===== src/hdl/err_pkg.sv =====
// Constants, register map and state type of the engine remote request logic
package err_pkg;
  // Timing
  localparam int CLK_KHZ = 200000;
  localparam int SAMPLE_MS = 100;
  localparam int TICK_CYCLES = SAMPLE_MS * CLK_KHZ;
  localparam int STOP_HOLD_MS = 1000;
  localparam logic [3:0] STOP_HOLD_TICKS = 4'(STOP_HOLD_MS / SAMPLE_MS);
  // Sampled input positions
  localparam int N_IN = 16;
  localparam int IN_REM_START = 0;
  localparam int IN_REM_STOP = 1;
  localparam int IN_REP_START = 2;
  localparam int IN_BLACKOUT = 3;
  localparam int IN_PANEL_START = 4;
  localparam int IN_PANEL_STOP = 5;
  localparam int IN_REGEN_INHIB = 6;
  localparam int IN_REGEN_FORCE = 7;
  localparam int IN_BLOCK_A = 8;
  localparam int IN_BLOCK_B = 9;
  localparam int IN_BACKUP_A = 10;
  localparam int IN_BACKUP_B = 11;
  localparam int IN_BACKUP_C = 12;
  localparam int IN_FIRE = 13;
  localparam int IN_CLUTCH = 14;
  localparam int IN_RUNNING = 15;
  // Register byte offsets
  localparam logic [7:0] ADDR_CTRL = 8'h00;
  localparam logic [7:0] ADDR_CRANK = 8'h04;
  localparam logic [7:0] ADDR_TIMER = 8'h08;
  localparam logic [7:0] ADDR_SPEED = 8'h0C;
  localparam logic [7:0] ADDR_REQ = 8'h10;
  localparam logic [7:0] ADDR_STATUS = 8'h14;
  // Field positions
  localparam int CTRL_LOCAL = 0;
  localparam int CTRL_OVERRIDE = 1;
  localparam int CTRL_RAMP_LSB = 8;
  localparam int CRANK_ATT_LSB = 0;
  localparam int CRANK_MAX_LSB = 8;
  localparam int CRANK_PAUSE_LSB = 16;
  localparam int TIMER_IDLE_LSB = 0;
  localparam int TIMER_COOL_LSB = 8;
  localparam int SPEED_BACKUP_LSB = 0;
  localparam int SPEED_FIRE_LSB = 16;
  localparam int REQ_VALUE_LSB = 0;
  localparam int REQ_VALID = 16;
  localparam int STAT_STATE_LSB = 0;
  localparam int STAT_NOT_READY = 4;
  localparam int STAT_CRANK_FAIL = 5;
  localparam int STAT_ATT_LSB = 8;
  localparam int STAT_THR_LSB = 16;
  // Reset values
  localparam logic [31:0] CTRL_RST = 32'h00000A00;
  localparam logic [31:0] CRANK_RST = 32'h00143203;
  localparam logic [31:0] TIMER_RST = 32'h00006432;
  localparam logic [31:0] SPEED_RST = 32'h032001F4;
  localparam logic [31:0] REQ_RST = 32'h00000000;
  typedef enum logic [2:0] {
    ST_NOT_READY, ST_READY, ST_CRANK, ST_PAUSE, ST_IDLE, ST_RUNNING, ST_COOLING
  } err_state_type;
endpackage : err_pkg


===== src/hdl/err_smp_if.sv =====
// Sampled input levels and edges passed from the sampler to the controller
`timescale 1ns/1ps
`default_nettype none
interface err_smp_if;
  logic tick;
  logic [err_pkg::N_IN-1:0] level;
  logic [err_pkg::N_IN-1:0] rise;
  modport src (output tick, output level, output rise);
  modport dst (input tick, input level, input rise);
endinterface : err_smp_if
`default_nettype wire


===== src/hdl/err_sampler.sv =====
// Input synchroniser, 100 ms sampling tick and edge detection
`timescale 1ns/1ps
`default_nettype none
module err_sampler #(
  parameter int TICK_CYCLES = err_pkg::TICK_CYCLES
) (
  // Clock and reset
  input wire logic clk_i,
  input wire logic rst_b_i,
  // Raw contacts
  input wire logic [err_pkg::N_IN-1:0] pins_i,
  // Sampled view
  err_smp_if.src smp
);
  localparam int CW = $clog2(TICK_CYCLES + 1);
  localparam logic [CW-1:0] LAST = CW'(TICK_CYCLES - 1);
  logic [err_pkg::N_IN-1:0] sync1_reg;
  logic [err_pkg::N_IN-1:0] sync2_reg;
  logic [CW-1:0] cnt_reg;

  always_ff @(posedge clk_i) begin
    if (!rst_b_i) begin
      sync1_reg <= '0;
      sync2_reg <= '0;
    end else begin
      sync1_reg <= pins_i;
      sync2_reg <= sync1_reg;
    end
  end

  always_ff @(posedge clk_i) begin
    if (!rst_b_i) begin
      cnt_reg <= '0;
      smp.tick <= 1'b0;
    end else begin
      cnt_reg <= (cnt_reg == LAST) ? '0 : cnt_reg + 1'b1;
      smp.tick <= (cnt_reg == LAST);
    end
  end

  always_ff @(posedge clk_i) begin
    if (!rst_b_i) begin
      smp.level <= '0;
      smp.rise <= '0;
    end else if (cnt_reg == LAST) begin
      smp.level <= sync2_reg;
      smp.rise <= sync2_reg & ~smp.level;
    end else begin
      smp.rise <= '0;
    end
  end
endmodule : err_sampler
`default_nettype wire


===== src/hdl/err_ramp.sv =====
// Throttle position follower with optional per-tick ramp limit
`timescale 1ns/1ps
`default_nettype none
module err_ramp (
  // Clock and reset
  input wire logic clk_i,
  input wire logic rst_b_i,
  // Control
  input wire logic tick_i,
  input wire logic ramp_en_i,
  input wire logic [7:0] step_i,
  input wire logic [9:0] target_i,
  // Result
  output logic [9:0] throttle_o
);
  logic [9:0] gap;

  assign gap = (throttle_o < target_i) ? target_i - throttle_o : throttle_o - target_i;

  always_ff @(posedge clk_i) begin
    if (!rst_b_i) begin
      throttle_o <= '0;
    end else if (!ramp_en_i) begin
      throttle_o <= target_i;
    end else if (tick_i) begin
      if (gap <= {2'b00, step_i}) begin
        throttle_o <= target_i;
      end else if (throttle_o < target_i) begin
        throttle_o <= throttle_o + {2'b00, step_i};
      end else begin
        throttle_o <= throttle_o - {2'b00, step_i};
      end
    end
  end
endmodule : err_ramp
`default_nettype wire


===== src/hdl/err_ctrl.sv =====
// Engine remote request logic: start/stop requests, blocking, speed select, clutch, APB registers
// Behaviour
// - first stop edge cools, second stops
// - remote stop ignored in local mode
// - remote stop equals panel stop
// - inputs sampled every 100 ms
// - repetitive start retries to attempt count
// - regeneration inhibit suppresses filter regeneration
// - blackout start edge, remote only, retries
// - remote/panel start give one attempt
// - panel stop accepted after 1 s hold
// - second panel stop skips cooling
// - shutdown override makes repetitive/blackout start attempts unlimited
// - backup speed used when request invalid
// - invalid request without backup gives zero
// - fire speed opens clutch, targets fire speed
// - fire speed approach is ramp limited
// - remote clutch input closes clutch output
// - start blocking ORed forces not ready
// - start blocking also works in local mode
// - second start edge skips idle time
//
// Our own choices: register access over APB and the register addresses.
`timescale 1ns/1ps
`default_nettype none
module err_ctrl #(
  parameter int TICK_CYCLES = err_pkg::TICK_CYCLES
) (
  // Clock and reset
  input wire logic clk_i,
  input wire logic rst_b_i,
  // APB slave
  input wire logic psel,
  input wire logic penable,
  input wire logic pwrite,
  input wire logic [7:0] paddr,
  input wire logic [31:0] pwdata,
  output logic [31:0] prdata,
  output logic pready,
  output logic pslverr,
  // Contacts and panel buttons
  input wire logic remote_start_i,
  input wire logic remote_stop_i,
  input wire logic repetitive_remote_start_i,
  input wire logic blackout_start_i,
  input wire logic panel_start_i,
  input wire logic panel_stop_i,
  input wire logic regen_inhibit_i,
  input wire logic regeneration_force_i,
  input wire logic start_block_input_a_i,
  input wire logic start_block_input_b_i,
  input wire logic backup_speed_input_a_i,
  input wire logic backup_speed_input_b_i,
  input wire logic backup_speed_input_c_i,
  input wire logic fire_speed_i,
  input wire logic remote_clutch_i,
  input wire logic engine_running_i,
  // Engine actions
  output logic starter_o,
  output logic fuel_o,
  output logic cooling_o,
  output logic not_ready_o,
  output logic clutch_connect_o,
  output logic regen_inhibit_o,
  output logic [9:0] throttle_position_o
);
  err_smp_if smp ();
  err_pkg::err_state_type state_reg, state_next;
  logic [31:0] ctrl_reg, crank_reg, timer_cfg_reg, speed_reg, req_reg;
  logic [7:0] timer_reg;
  logic [3:0] att_reg, att_next;
  logic multi_reg, multi_next;
  logic [3:0] hold_reg;
  logic panel_stop_evt_reg;
  logic crank_fail_reg;
  logic [9:0] target_reg;
  logic ramp_en_reg;
  logic local_mode, shutdown_override;
  logic start_single, start_multi, stop_evt, blocked, backup_any;
  logic crank_timeout, pause_done, idle_done, cool_done;
  logic [2:0] rd_idx;

  err_sampler #(.TICK_CYCLES(TICK_CYCLES)) u_sampler (
    .clk_i(clk_i),
    .rst_b_i(rst_b_i),
    .pins_i({engine_running_i, remote_clutch_i, fire_speed_i, backup_speed_input_c_i,
             backup_speed_input_b_i, backup_speed_input_a_i, start_block_input_b_i,
             start_block_input_a_i, regeneration_force_i, regen_inhibit_i, panel_stop_i,
             panel_start_i, blackout_start_i, repetitive_remote_start_i, remote_stop_i,
             remote_start_i}),
    .smp(smp)
  );

  err_ramp u_ramp (
    .clk_i(clk_i),
    .rst_b_i(rst_b_i),
    .tick_i(smp.tick),
    .ramp_en_i(ramp_en_reg),
    .step_i(ctrl_reg[err_pkg::CTRL_RAMP_LSB +: 8]),
    .target_i(target_reg),
    .throttle_o(throttle_position_o)
  );

  // Register index from byte address, 7 when unmapped
  function automatic logic [2:0] reg_index(input logic [7:0] addr);
    unique case (addr)
      err_pkg::ADDR_CTRL: reg_index = 3'h0;
      err_pkg::ADDR_CRANK: reg_index = 3'h1;
      err_pkg::ADDR_TIMER: reg_index = 3'h2;
      err_pkg::ADDR_SPEED: reg_index = 3'h3;
      err_pkg::ADDR_REQ: reg_index = 3'h4;
      err_pkg::ADDR_STATUS: reg_index = 3'h5;
      default: reg_index = 3'h7;
    endcase
  endfunction : reg_index

  assign local_mode = ctrl_reg[err_pkg::CTRL_LOCAL];
  assign shutdown_override = ctrl_reg[err_pkg::CTRL_OVERRIDE];
  assign rd_idx = reg_index(paddr);

  // remote requests dead in local mode
  // remote and panel start are single attempt
  assign start_single = (smp.rise[err_pkg::IN_REM_START] & ~local_mode) | smp.rise[err_pkg::IN_PANEL_START];
  assign start_multi = (smp.rise[err_pkg::IN_REP_START] | smp.rise[err_pkg::IN_BLACKOUT]) & ~local_mode;
  // remote stop merges with panel stop
  assign stop_evt = (smp.rise[err_pkg::IN_REM_STOP] & ~local_mode) | panel_stop_evt_reg;
  // blocking inputs ORed, regardless of local mode
  assign blocked = smp.level[err_pkg::IN_BLOCK_A] | smp.level[err_pkg::IN_BLOCK_B];
  assign backup_any = smp.level[err_pkg::IN_BACKUP_A] | smp.level[err_pkg::IN_BACKUP_B]
                    | smp.level[err_pkg::IN_BACKUP_C];

  // Timer limits, compared against whole ticks spent in the state
  assign crank_timeout = timer_reg >= crank_reg[err_pkg::CRANK_MAX_LSB +: 8];
  assign pause_done = timer_reg >= crank_reg[err_pkg::CRANK_PAUSE_LSB +: 8];
  assign idle_done = timer_reg >= timer_cfg_reg[err_pkg::TIMER_IDLE_LSB +: 8];
  assign cool_done = timer_reg >= timer_cfg_reg[err_pkg::TIMER_COOL_LSB +: 8];

  // panel stop counts as an edge only after 1 s hold
  always_ff @(posedge clk_i) begin
    if (!rst_b_i) begin
      hold_reg <= 4'h0;
      panel_stop_evt_reg <= 1'b0;
    end else if (smp.tick) begin
      if (!smp.level[err_pkg::IN_PANEL_STOP]) begin
        hold_reg <= 4'h0;
      end else if (hold_reg != err_pkg::STOP_HOLD_TICKS) begin
        hold_reg <= hold_reg + 4'h1;
      end
      panel_stop_evt_reg <= smp.level[err_pkg::IN_PANEL_STOP] && (hold_reg == err_pkg::STOP_HOLD_TICKS - 4'h1);
    end else begin
      panel_stop_evt_reg <= 1'b0;
    end
  end

  always_comb begin
    state_next = state_reg;
    att_next = att_reg;
    multi_next = multi_reg;
    unique case (state_reg)
      err_pkg::ST_NOT_READY: begin
        if (!blocked) state_next = err_pkg::ST_READY;
      end
      err_pkg::ST_READY: begin
        if (blocked) begin
          state_next = err_pkg::ST_NOT_READY;
        end else if (start_multi) begin
          state_next = err_pkg::ST_CRANK;
          att_next = crank_reg[err_pkg::CRANK_ATT_LSB +: 4];
          multi_next = 1'b1;
        end else if (start_single) begin
          state_next = err_pkg::ST_CRANK;
          att_next = 4'h1;
          multi_next = 1'b0;
        end
      end
      err_pkg::ST_CRANK: begin
        if (stop_evt) begin
          state_next = err_pkg::ST_READY;
        end else if (smp.level[err_pkg::IN_RUNNING]) begin
          state_next = err_pkg::ST_IDLE;
        end else if (crank_timeout) begin
          if (multi_reg && (shutdown_override || att_reg > 4'h1)) begin
            state_next = err_pkg::ST_PAUSE;
            if (!shutdown_override) att_next = att_reg - 4'h1;
          end else begin
            state_next = err_pkg::ST_READY;
          end
        end
      end
      err_pkg::ST_PAUSE: begin
        // retry after the pause between cranks
        if (stop_evt) state_next = err_pkg::ST_READY;
        else if (pause_done) state_next = err_pkg::ST_CRANK;
      end
      err_pkg::ST_IDLE: begin
        // stop before cooling is a plain stop
        if (stop_evt) state_next = err_pkg::ST_READY;
        else if (idle_done || start_single) state_next = err_pkg::ST_RUNNING;
      end
      err_pkg::ST_RUNNING: begin
        if (stop_evt) state_next = err_pkg::ST_COOLING;
      end
      err_pkg::ST_COOLING: begin
        if (stop_evt || cool_done) state_next = err_pkg::ST_READY;
      end
    endcase
  end

  always_ff @(posedge clk_i) begin
    if (!rst_b_i) begin
      state_reg <= err_pkg::ST_NOT_READY;
      att_reg <= 4'h0;
      multi_reg <= 1'b0;
    end else begin
      state_reg <= state_next;
      att_reg <= att_next;
      multi_reg <= multi_next;
    end
  end

  // Ticks spent in the current state, saturating
  always_ff @(posedge clk_i) begin
    if (!rst_b_i || state_reg != state_next) begin
      timer_reg <= 8'h00;
    end else if (smp.tick && timer_reg != 8'hFF) begin
      timer_reg <= timer_reg + 8'h01;
    end
  end

  // Sticky until the next start, so software sees why cranking ended
  always_ff @(posedge clk_i) begin
    if (!rst_b_i) begin
      crank_fail_reg <= 1'b0;
    end else if (state_reg == err_pkg::ST_CRANK && state_next == err_pkg::ST_READY && !stop_evt) begin
      crank_fail_reg <= 1'b1;
    end else if (state_next == err_pkg::ST_CRANK) begin
      crank_fail_reg <= 1'b0;
    end
  end

  always_ff @(posedge clk_i) begin
    if (!rst_b_i) begin
      starter_o <= 1'b0;
      fuel_o <= 1'b0;
      cooling_o <= 1'b0;
      not_ready_o <= 1'b1;
      clutch_connect_o <= 1'b0;
      regen_inhibit_o <= 1'b0;
    end else begin
      starter_o <= state_reg == err_pkg::ST_CRANK;
      fuel_o <= state_reg inside {err_pkg::ST_CRANK, err_pkg::ST_IDLE, err_pkg::ST_RUNNING, err_pkg::ST_COOLING};
      cooling_o <= state_reg == err_pkg::ST_COOLING;
      not_ready_o <= state_reg == err_pkg::ST_NOT_READY;
      // clutch follows remote clutch, fire opens it
      clutch_connect_o <= smp.level[err_pkg::IN_CLUTCH] & ~smp.level[err_pkg::IN_FIRE];
      regen_inhibit_o <= smp.level[err_pkg::IN_REGEN_INHIB] | smp.level[err_pkg::IN_REGEN_FORCE];
    end
  end

  // Throttle target; only the fire speed approach is ramped
  always_ff @(posedge clk_i) begin
    if (!rst_b_i) begin
      target_reg <= 10'h000;
      ramp_en_reg <= 1'b0;
    end else begin
      ramp_en_reg <= smp.level[err_pkg::IN_FIRE];
      if (smp.level[err_pkg::IN_FIRE]) begin
        target_reg <= speed_reg[err_pkg::SPEED_FIRE_LSB +: 10];
      end else if (req_reg[err_pkg::REQ_VALID]) begin
        target_reg <= req_reg[err_pkg::REQ_VALUE_LSB +: 10];
      end else if (backup_any) begin
        target_reg <= speed_reg[err_pkg::SPEED_BACKUP_LSB +: 10];
      end else begin
        target_reg <= 10'h000;
      end
    end
  end

  // APB: one wait state, write applied at the pready edge
  always_ff @(posedge clk_i) begin
    if (!rst_b_i) begin
      pready <= 1'b0;
      pslverr <= 1'b0;
      prdata <= 32'h00000000;
    end else if (psel && penable && !pready) begin
      pready <= 1'b1;
      pslverr <= rd_idx == 3'h7;
      unique case (rd_idx)
        3'h0: prdata <= ctrl_reg;
        3'h1: prdata <= crank_reg;
        3'h2: prdata <= timer_cfg_reg;
        3'h3: prdata <= speed_reg;
        3'h4: prdata <= req_reg;
        3'h5: prdata <= {6'h00, throttle_position_o, 4'h0, att_reg, 2'h0, crank_fail_reg,
                         state_reg == err_pkg::ST_NOT_READY, 1'b0, state_reg};
        default: prdata <= 32'h00000000;
      endcase
    end else begin
      pready <= 1'b0;
      pslverr <= 1'b0;
    end
  end

  always_ff @(posedge clk_i) begin
    if (!rst_b_i) begin
      ctrl_reg <= err_pkg::CTRL_RST;
      crank_reg <= err_pkg::CRANK_RST;
      timer_cfg_reg <= err_pkg::TIMER_RST;
      speed_reg <= err_pkg::SPEED_RST;
      req_reg <= err_pkg::REQ_RST;
    end else if (psel && penable && pready && pwrite) begin
      unique case (reg_index(paddr))
        3'h0: ctrl_reg <= pwdata & 32'h0000FF03;
        3'h1: crank_reg <= pwdata & 32'h00FFFF0F;
        3'h2: timer_cfg_reg <= pwdata & 32'h0000FFFF;
        3'h3: speed_reg <= pwdata & 32'h03FF03FF;
        3'h4: req_reg <= pwdata & 32'h000103FF;
        default: ;
      endcase
    end
  end
endmodule : err_ctrl
`default_nettype wire


===== config.mk =====
export PLATFORM = sky130hd
export DESIGN_NAME = err_ctrl
export DESIGN_NICKNAME = d
export VERILOG_FILES = /design/src/hdl/err_pkg.sv /design/src/hdl/err_smp_if.sv /design/src/hdl/err_sampler.sv /design/src/hdl/err_ramp.sv /design/src/hdl/err_ctrl.sv
export SDC_FILE = /design/constraint.sdc
export NUM_CORES = 1
export LEC_CHECK = 0
export BUFFER_PORTS_ARGS = -buffer_cell sky130_fd_sc_hd__clkbuf_2
export CAP_MARGIN = 5
export CORE_UTILIZATION = 54
export DETAILED_ROUTE_END_ITERATION = 8
export PLACE_DENSITY = 0.77
export SKIP_CTS_REPAIR_TIMING = 1
export SLEW_MARGIN = 30
export SYNTH_ARGS = -nofsm -noshare
export SYNTH_HDL_FRONTEND = slang
export SYNTH_SLANG_ARGS = --single-unit

===== constraint.sdc =====
create_clock -name clk_i -period 3.9 [get_ports clk_i]
set_input_delay 0.39 -clock clk_i [delete_from_list [all_inputs] [get_ports clk_i]]
set_output_delay 0.39 -clock clk_i [all_outputs]
set_load 0.1 [all_outputs]

==> summary.txt, run 1 <==
Cells and area
  • Final nets: 1695
  • Design area: 13610 sq um
  • Core Util, Final: 64.12%
  • Antenna diode count: 0
  • Area grow syn2layout: 15.21%
  • Share of layout cells above drive strength 1: 15.59%
  • Number of flip-flops under the largest register name: 26

Logic synthesis
  • Post-synth ARST share: 0%
  • EDFF count, synth: 0
  • Flops & latches, synth: 233
  • Most frequent cells after synthesis: nand2_1, dfxtp_1, a21oi_1, nor2_1, inv_1
  • Syn avg cell area: 8.144 sq um
  • Synth Cell Area: roughly 12000 sq um
  • Cells after synthesis: 1450
  • Synth unique cells: 80
  • Sequential-to-total area share from yosys stat: 39.50%
  • Post-synth top area cell: dfxtp_1
  • YS warnings: 0
  • Share of the synthesized area in the top cell type: 39.50%
  • Most numerous cell in the Yosys netlist: nand2_1
  • Largest cells by area after synthesis: dfxtp_1, nand2_1, ha_1
  • Main flop type after synthesis: dfxtp_1

Worst setup path
  • Crit path max fanout: 10
  • Internal reg-to-reg setup slack: -0.31 ns
  • Worst R2R Path Depth: 21
  • Worst Setup SP: target_reg[0]
  • CP arrival: 4.63 ns
  • R2r startpoint: target_reg[0]
  • Worst setup endpoint: u_ramp.throttle_o[1]
  • Reg2reg end: u_ramp.throttle_o[1]
  • CP startpoint kind: flip-flop
  • CP Capture Type: flip-flop
  • Setup CP Type: reg -> reg
  • Req. time, crit path: approximately 4.3 ns

Clocking
  • CTS Buf Count: 25
  • Root buffer cell: clkbuf_16
  • Clock sink count: 233
  • CTS max path bufs: 3
  • Clk Latency, worst-skew pair: 0.54 ns
  • CTS tree: built
  • CTS H-tree lvls: 1
  • Worst-path clk slew: 0.06 ns

Floorplan
  • Die X-Extent: 149.9 microns
  • CORE AREA: between 20000 and 25000 sq um
  • Ports: 111
  • Initial Utilization: 55.65%
  • Die area: around 22000 sq um
  • Height of the die: 149.9 microns
  • Rows: 53

Global route
  • First-pass GRT wire length: 51850 microns
  • Initial antenna violation count: 0
  • GRT Util Overall: between 20% and 30%
  • Vias in the first global route: 10008
  • GR Overflow Total: 0
  • Largest net degree at the start of global routing: 94

Timing
  • Fmax: 0.2377 GHz
  • Final Worst Setup Slack: -0.3067 ns
  • Fin crit share: 107.9%
  • WHS: 0.05606 ns
  • Worst slew pin tran: around 0.96 ns
  • RSZ-0062 raised after global routing: yes
  • Slew HR: approximately 36%
  • Final hold violation count: 0
  • Final setup vio count: 10
  • Slew Limit Fails: 0
  • Final Skew: 0.01145 ns
  • Fin crit period: approximately 4.2 ns

Worst hold path
  • Worst min-delay path category: in -> reg
  • Worst Min Path Start: backup_speed_input_a_i

Routing
  • Vias per cell: 5.877
  • Drt wl/cell: about 18 microns
  • Starting DRC count in detailed routing: between 1000 and 1500
  • Drt total wl: 32890 microns
  • TritonRoute pass-1 iters: 5
  • Detail Route Antenna Nets: 0
  • Total number of vias: 10854
  • DRC errors left: 0

Run status
  • Failing checks: negative setup slack
  • Status: complete, but fails checks

Placed design
  • Detailed Place HPWL: around 23000 microns
  • Placed Area: 12750 sq um
  • Port bufs: 98
  • Pre-CTS WS: -0.3235 ns
  • Routability cong.: 0.9316

Power
  • Power per cell area: 361.1 nW/um^2
  • Peak supply drop: 370.7 uV
  • Static leakage: ~0.0053 uW
  • Total Power: 4913 uW

Job
  • Max-cap viol count: 0
-- kinds of logic after synthesis --
logic type | after synthesis | share of synthesized area [%]
flip-flops | 233 | 39.50
AND/OR/NAND/NOR | 575 | 22.17
buffers and inverters | 157 | 5.732
other | 1 | 0.03176
multiplexers | 18 | 1.600
adder cells (fa/ha/maj) | 80 | 8.667
XOR/XNOR | 46 | 3.571
AO/OA/AOI/OAI | 340 | 18.73
-- metrics by stage --
stage                     std cells  TNS [ns]
after floorplan                1455    -2.139
after global placement         1800    -2.469
after detailed placement       1800    -2.990
after CTS                      1845    -3.276
after global routing           1847    -5.230
final                          1847    -2.761
-- area by class of cell --
cell class / count / area [sq um]
clock buffer: 32 / 701.9
clock inverter: 13 / 113.9
fill: 1786 / 7615
inverter: 80 / 304.0
multi-input combinational: 1065 / 6560
sequential: 233 / 4692
tap: 275 / 344.1
timing repair buffer: 149 / 889.6
-- how the worst min path moves through the flow --
stage | end | slack (ns) | cells past startpoint
finish | u_sampler.sync1_reg[10] | 0.06 | 2
global route | u_sampler.sync1_reg[12] | 0.04 | 2
CTS | u_sampler.sync1_reg[15] | 0.04 | 2
detailed placement | u_sampler.smp.rise[0] | 0.41 | 1
global placement | u_sampler.smp.rise[1] | 0.41 | 1
floorplan | u_sampler.smp.rise[0] | 0.40 | 1
-- power by group --
| group | internal (uW) | total (uW) | switching, uW |
|---|---|---|---|
| registers | 2400 | 2410 | 9.81 |
| clock network | 1350 | 2350 | 1000 |
| logic | 40.0 | 155 | 115 |
-- layout by cell type (no fill, tap or decap), types with 34 or more instances in the layout --
cell type and instances:
inv_1 76, o21ai_0 46, and2_1 51, clkbuf_2 98, buf_4 49, ha_1 76
nand3_1 34, a21oi_1 140, nor2_1 108, nand2_1 277, dfxtp_1 223
-- critical path: stages, from the launching register on --
cell,delay [ns]
dfxtp_1,0.38
ha_4,0.15
inv_2,0.03
fa_2,0.37
a211oi_4,0.23
o211ai_1,0.11
nand2_1,0.11
o21a_2,0.20
mux2_4,0.32
a22oi_2,0.20
mux2i_1,0.24
a211oi_2,0.06
ha_1,0.32
a21oi_2,0.18
o21ai_2,0.08
nor3_2,0.14
o32ai_2,0.11
a211oi_2,0.24
o311ai_2,0.18
buf_12,0.19
mux2i_1,0.15
a21oi_1,0.09
-- layer usage --
| metal | wire length [microns] | GRT usage, % |
|---|---|---|
| met1 | 13820 | 37.43 |
| met3 | 2415 | 4.665 |
| met2 | 15090 | 47.87 |
| met4 | 1561 | 13.64 |
| met5 | 0 | 0.4545 |
Note: power is estimated with default switching activity, not from simulation.
==> inputs of run 2 (changes only) <==
--- a/config.mk
+++ b/config.mk
@@ -7,9 +7,9 @@
 export LEC_CHECK = 0
 export BUFFER_PORTS_ARGS = -buffer_cell sky130_fd_sc_hd__clkbuf_2
 export CAP_MARGIN = 5
-export CORE_UTILIZATION = 54
+export CORE_UTILIZATION = 63
 export DETAILED_ROUTE_END_ITERATION = 8
-export PLACE_DENSITY = 0.77
+export PLACE_DENSITY = 0.84
 export SKIP_CTS_REPAIR_TIMING = 1
 export SLEW_MARGIN = 30
 export SYNTH_ARGS = -nofsm -noshare
==> constraint.sdc (replaced) <==
create_clock -name clk_i -period 5 [get_ports clk_i]
set_input_delay 0.5 -clock clk_i [delete_from_list [all_inputs] [get_ports clk_i]]
set_output_delay 0.5 -clock clk_i [all_outputs]
set_load 0.1 [all_outputs]
==> summary.txt, run 2 (synthesis results as in run 1) <==
Timing
  • Slew Limit Fails: 0
  • Final hold violation count: 0
  • Final setup vio count: 0
  • Worst slew pin tran: 1.027 ns
  • Slew HR: 31.13%
  • Fmax: about 0.21 GHz
  • WHS: 0.1628 ns
  • Fin crit share: between 90% and 100%
  • Fin crit period: 4.780 ns
  • Final Skew: 0.02421 ns

Clocking
  • CTS H-tree lvls: 1
  • CTS tree: built
  • CTS Buf Count: 24
  • CTS max path bufs: 3
  • Worst-path clk slew: 0.06 ns
  • Root buffer cell: clkbuf_16
  • Clock sink count: 233
  • Clk Latency, worst-skew pair: about 0.54 ns

Placed design
  • Routability cong.: 0.9431
  • Detailed Place HPWL: approximately 22000 microns
  • Placed Area: 12360 sq um
  • Port bufs: 98

Power
  • Static leakage: 0.005138 uW
  • Peak supply drop: roughly 300 uV
  • Total Power: 3916 uW
  • Power per cell area: approximately 300 nW/um^2

Worst setup path
  • Req. time, crit path: 5.37 ns
  • CP arrival: 5.15 ns
  • CP most frequent cell: a211oi_2
  • Critical Path Slowest Stage Cell: fa_1
  • CP Capture Type: flip-flop
  • CP top delay family: compound AO/OA/AOI/OAI gates
  • Crit-path max cell delay: 0.43 ns
  • Setup CP Type: reg -> reg
  • Crit path max fanout: 6
  • CP Cell Sequence: inv_1, ha_1, inv_1, fa_1, a211oi_2, o211ai_1, nand2_2, o21a_4, mux2_2, a22oi_2, mux2i_1, a211oi_2, ha_1, a21oi_2, o21ai_0, nor3_1, o32ai_1, a211oi_2, buf_4, o311ai_4, mux2i_1, a21oi_1
  • CP startpoint kind: flip-flop
  • CP bufs+invs: 3

Floorplan
  • CORE AREA: roughly 18000 sq um
  • Ports: 111
  • Height of the die: 138.9 microns
  • Die area: between 15000 and 20000 sq um
  • Initial Utilization: roughly 65%
  • Die X-Extent: between 100 and 150 microns
  • Rows: 49

Routing
  • Detail Route Antenna Nets: 0
  • Starting DRC count in detailed routing: 1355
  • Drt total wl: between 30000 and 40000 microns
  • Vias per cell: 6.271
  • Total number of vias: ~11000
  • TritonRoute pass-1 iters: 9
  • Drt wl/cell: about 19 microns
  • DRC errors left: 4

Cells and area
  • Filler Cell Count: between 1000 and 1500
  • Area grow syn2layout: 12.28%
  • Number of flip-flops under the largest register name: 26
  • Most common cell after layout, fill and taps aside: nand2_1
  • Share of layout cells above drive strength 1: 12.53%
  • Design area: 13260 sq um
  • Final nets: 1656
  • Antenna diode count: 0
  • FF+latch area: 4664 sq um
  • Multi-input logic area: 6575 sq um
  • Most frequent cells in the layout: nand2_1, dfxtp_1, a21oi_1

Run status
  • Status: complete, but fails checks
  • Failing checks: design-rule violations

Global route
  • Vias in the first global route: 10488
  • GR Overflow Total: 0
  • Initial antenna violation count: 1
  • First-pass GRT wire length: 52680 microns
  • GRT Util Overall: 33.72%
  • Largest net degree at the start of global routing: 87

Job
  • Max-cap viol count: 0

Worst hold path
  • Worst min-delay path category: in -> reg
run 2: worst register-to-register path, cell delays in order, from the launching register on:
cell,delay (ns)
dfxtp_1,0.35
inv_1,0.11
ha_1,0.19
inv_1,0.07
fa_1,0.43
a211oi_2,0.27
o211ai_1,0.15
nand2_2,0.15
o21a_4,0.17
mux2_2,0.35
a22oi_2,0.21
mux2i_1,0.24
a211oi_2,0.05
ha_1,0.33
a21oi_2,0.17
o21ai_0,0.09
nor3_1,0.19
o32ai_1,0.14
a211oi_2,0.22
buf_4,0.18
o311ai_4,0.19
mux2i_1,0.25
a21oi_1,0.11
run 2: through the flow:
stage | worst slack [ns] | std cells | utilization [%] | TNS [ns]
6_report | 0.2196 | 1761 | 73.06 | 0
5_1_grt | -0.03282 | 1761 | 73.06 | -0.04141
4_1_cts | 0.08140 | 1759 | 72.79 | 0
3_5_place_dp | 0.1870 | 1716 | 68.11 | 0
3_3_place_gp | 0.1969 | 1716 | 68.00 | 0
2_1_floorplan | 0.2089 | 1455 | - | 0
run 2: layout make-up:
| type | instances | share of cell area [%] |
|---|---|---|
| Multi-Input combinational cell | 1066 | 49.59 |
| Clock inverter | 15 | 1.623 |
| Timing Repair Buffer | 110 | 4.379 |
| Sequential cell | 233 | 35.18 |
| Clock buffer | 28 | 4.794 |
| Tap cell | 229 | 2.161 |
| Inverter | 80 | 2.274 |
run 2: final timing paths:
check	startpoint	end	slack (ns)	depth (start not counted)
setup / recovery	u_ramp.throttle_o[0]	u_ramp.throttle_o[1]	0.22	22
hold / removal	regen_inhibit_i	u_sampler.sync1_reg[6]	0.16	2
setup reg to reg	u_ramp.throttle_o[0]	u_ramp.throttle_o[1]	0.22	22
hold reg to reg	u_sampler.smp.level[1]	u_sampler.smp.rise[1]	0.42	1
run 2: where the power goes:
part / internal [uW] / switching [uW] / leakage, uW
Clock: 1130 / 785 / 0.000409
Sequential: 1870 / 8.15 / 0.00189
Combinational: 31.0 / 90.5 / 0.00284
run 2: metal layers:
| layer | GRT usage, % | up-vias | part of all wire, % |
|---|---|---|---|
| met2 | 56.62 | 627 | 48 |
| li1 | - | 5153 | - |
| met4 | 17.78 | 2 | 4.8 |
| met1 | 41.74 | 5137 | 38 |
| met5 | 0 | - | 0.049 |
| met3 | 5.421 | 125 | 9.1 |
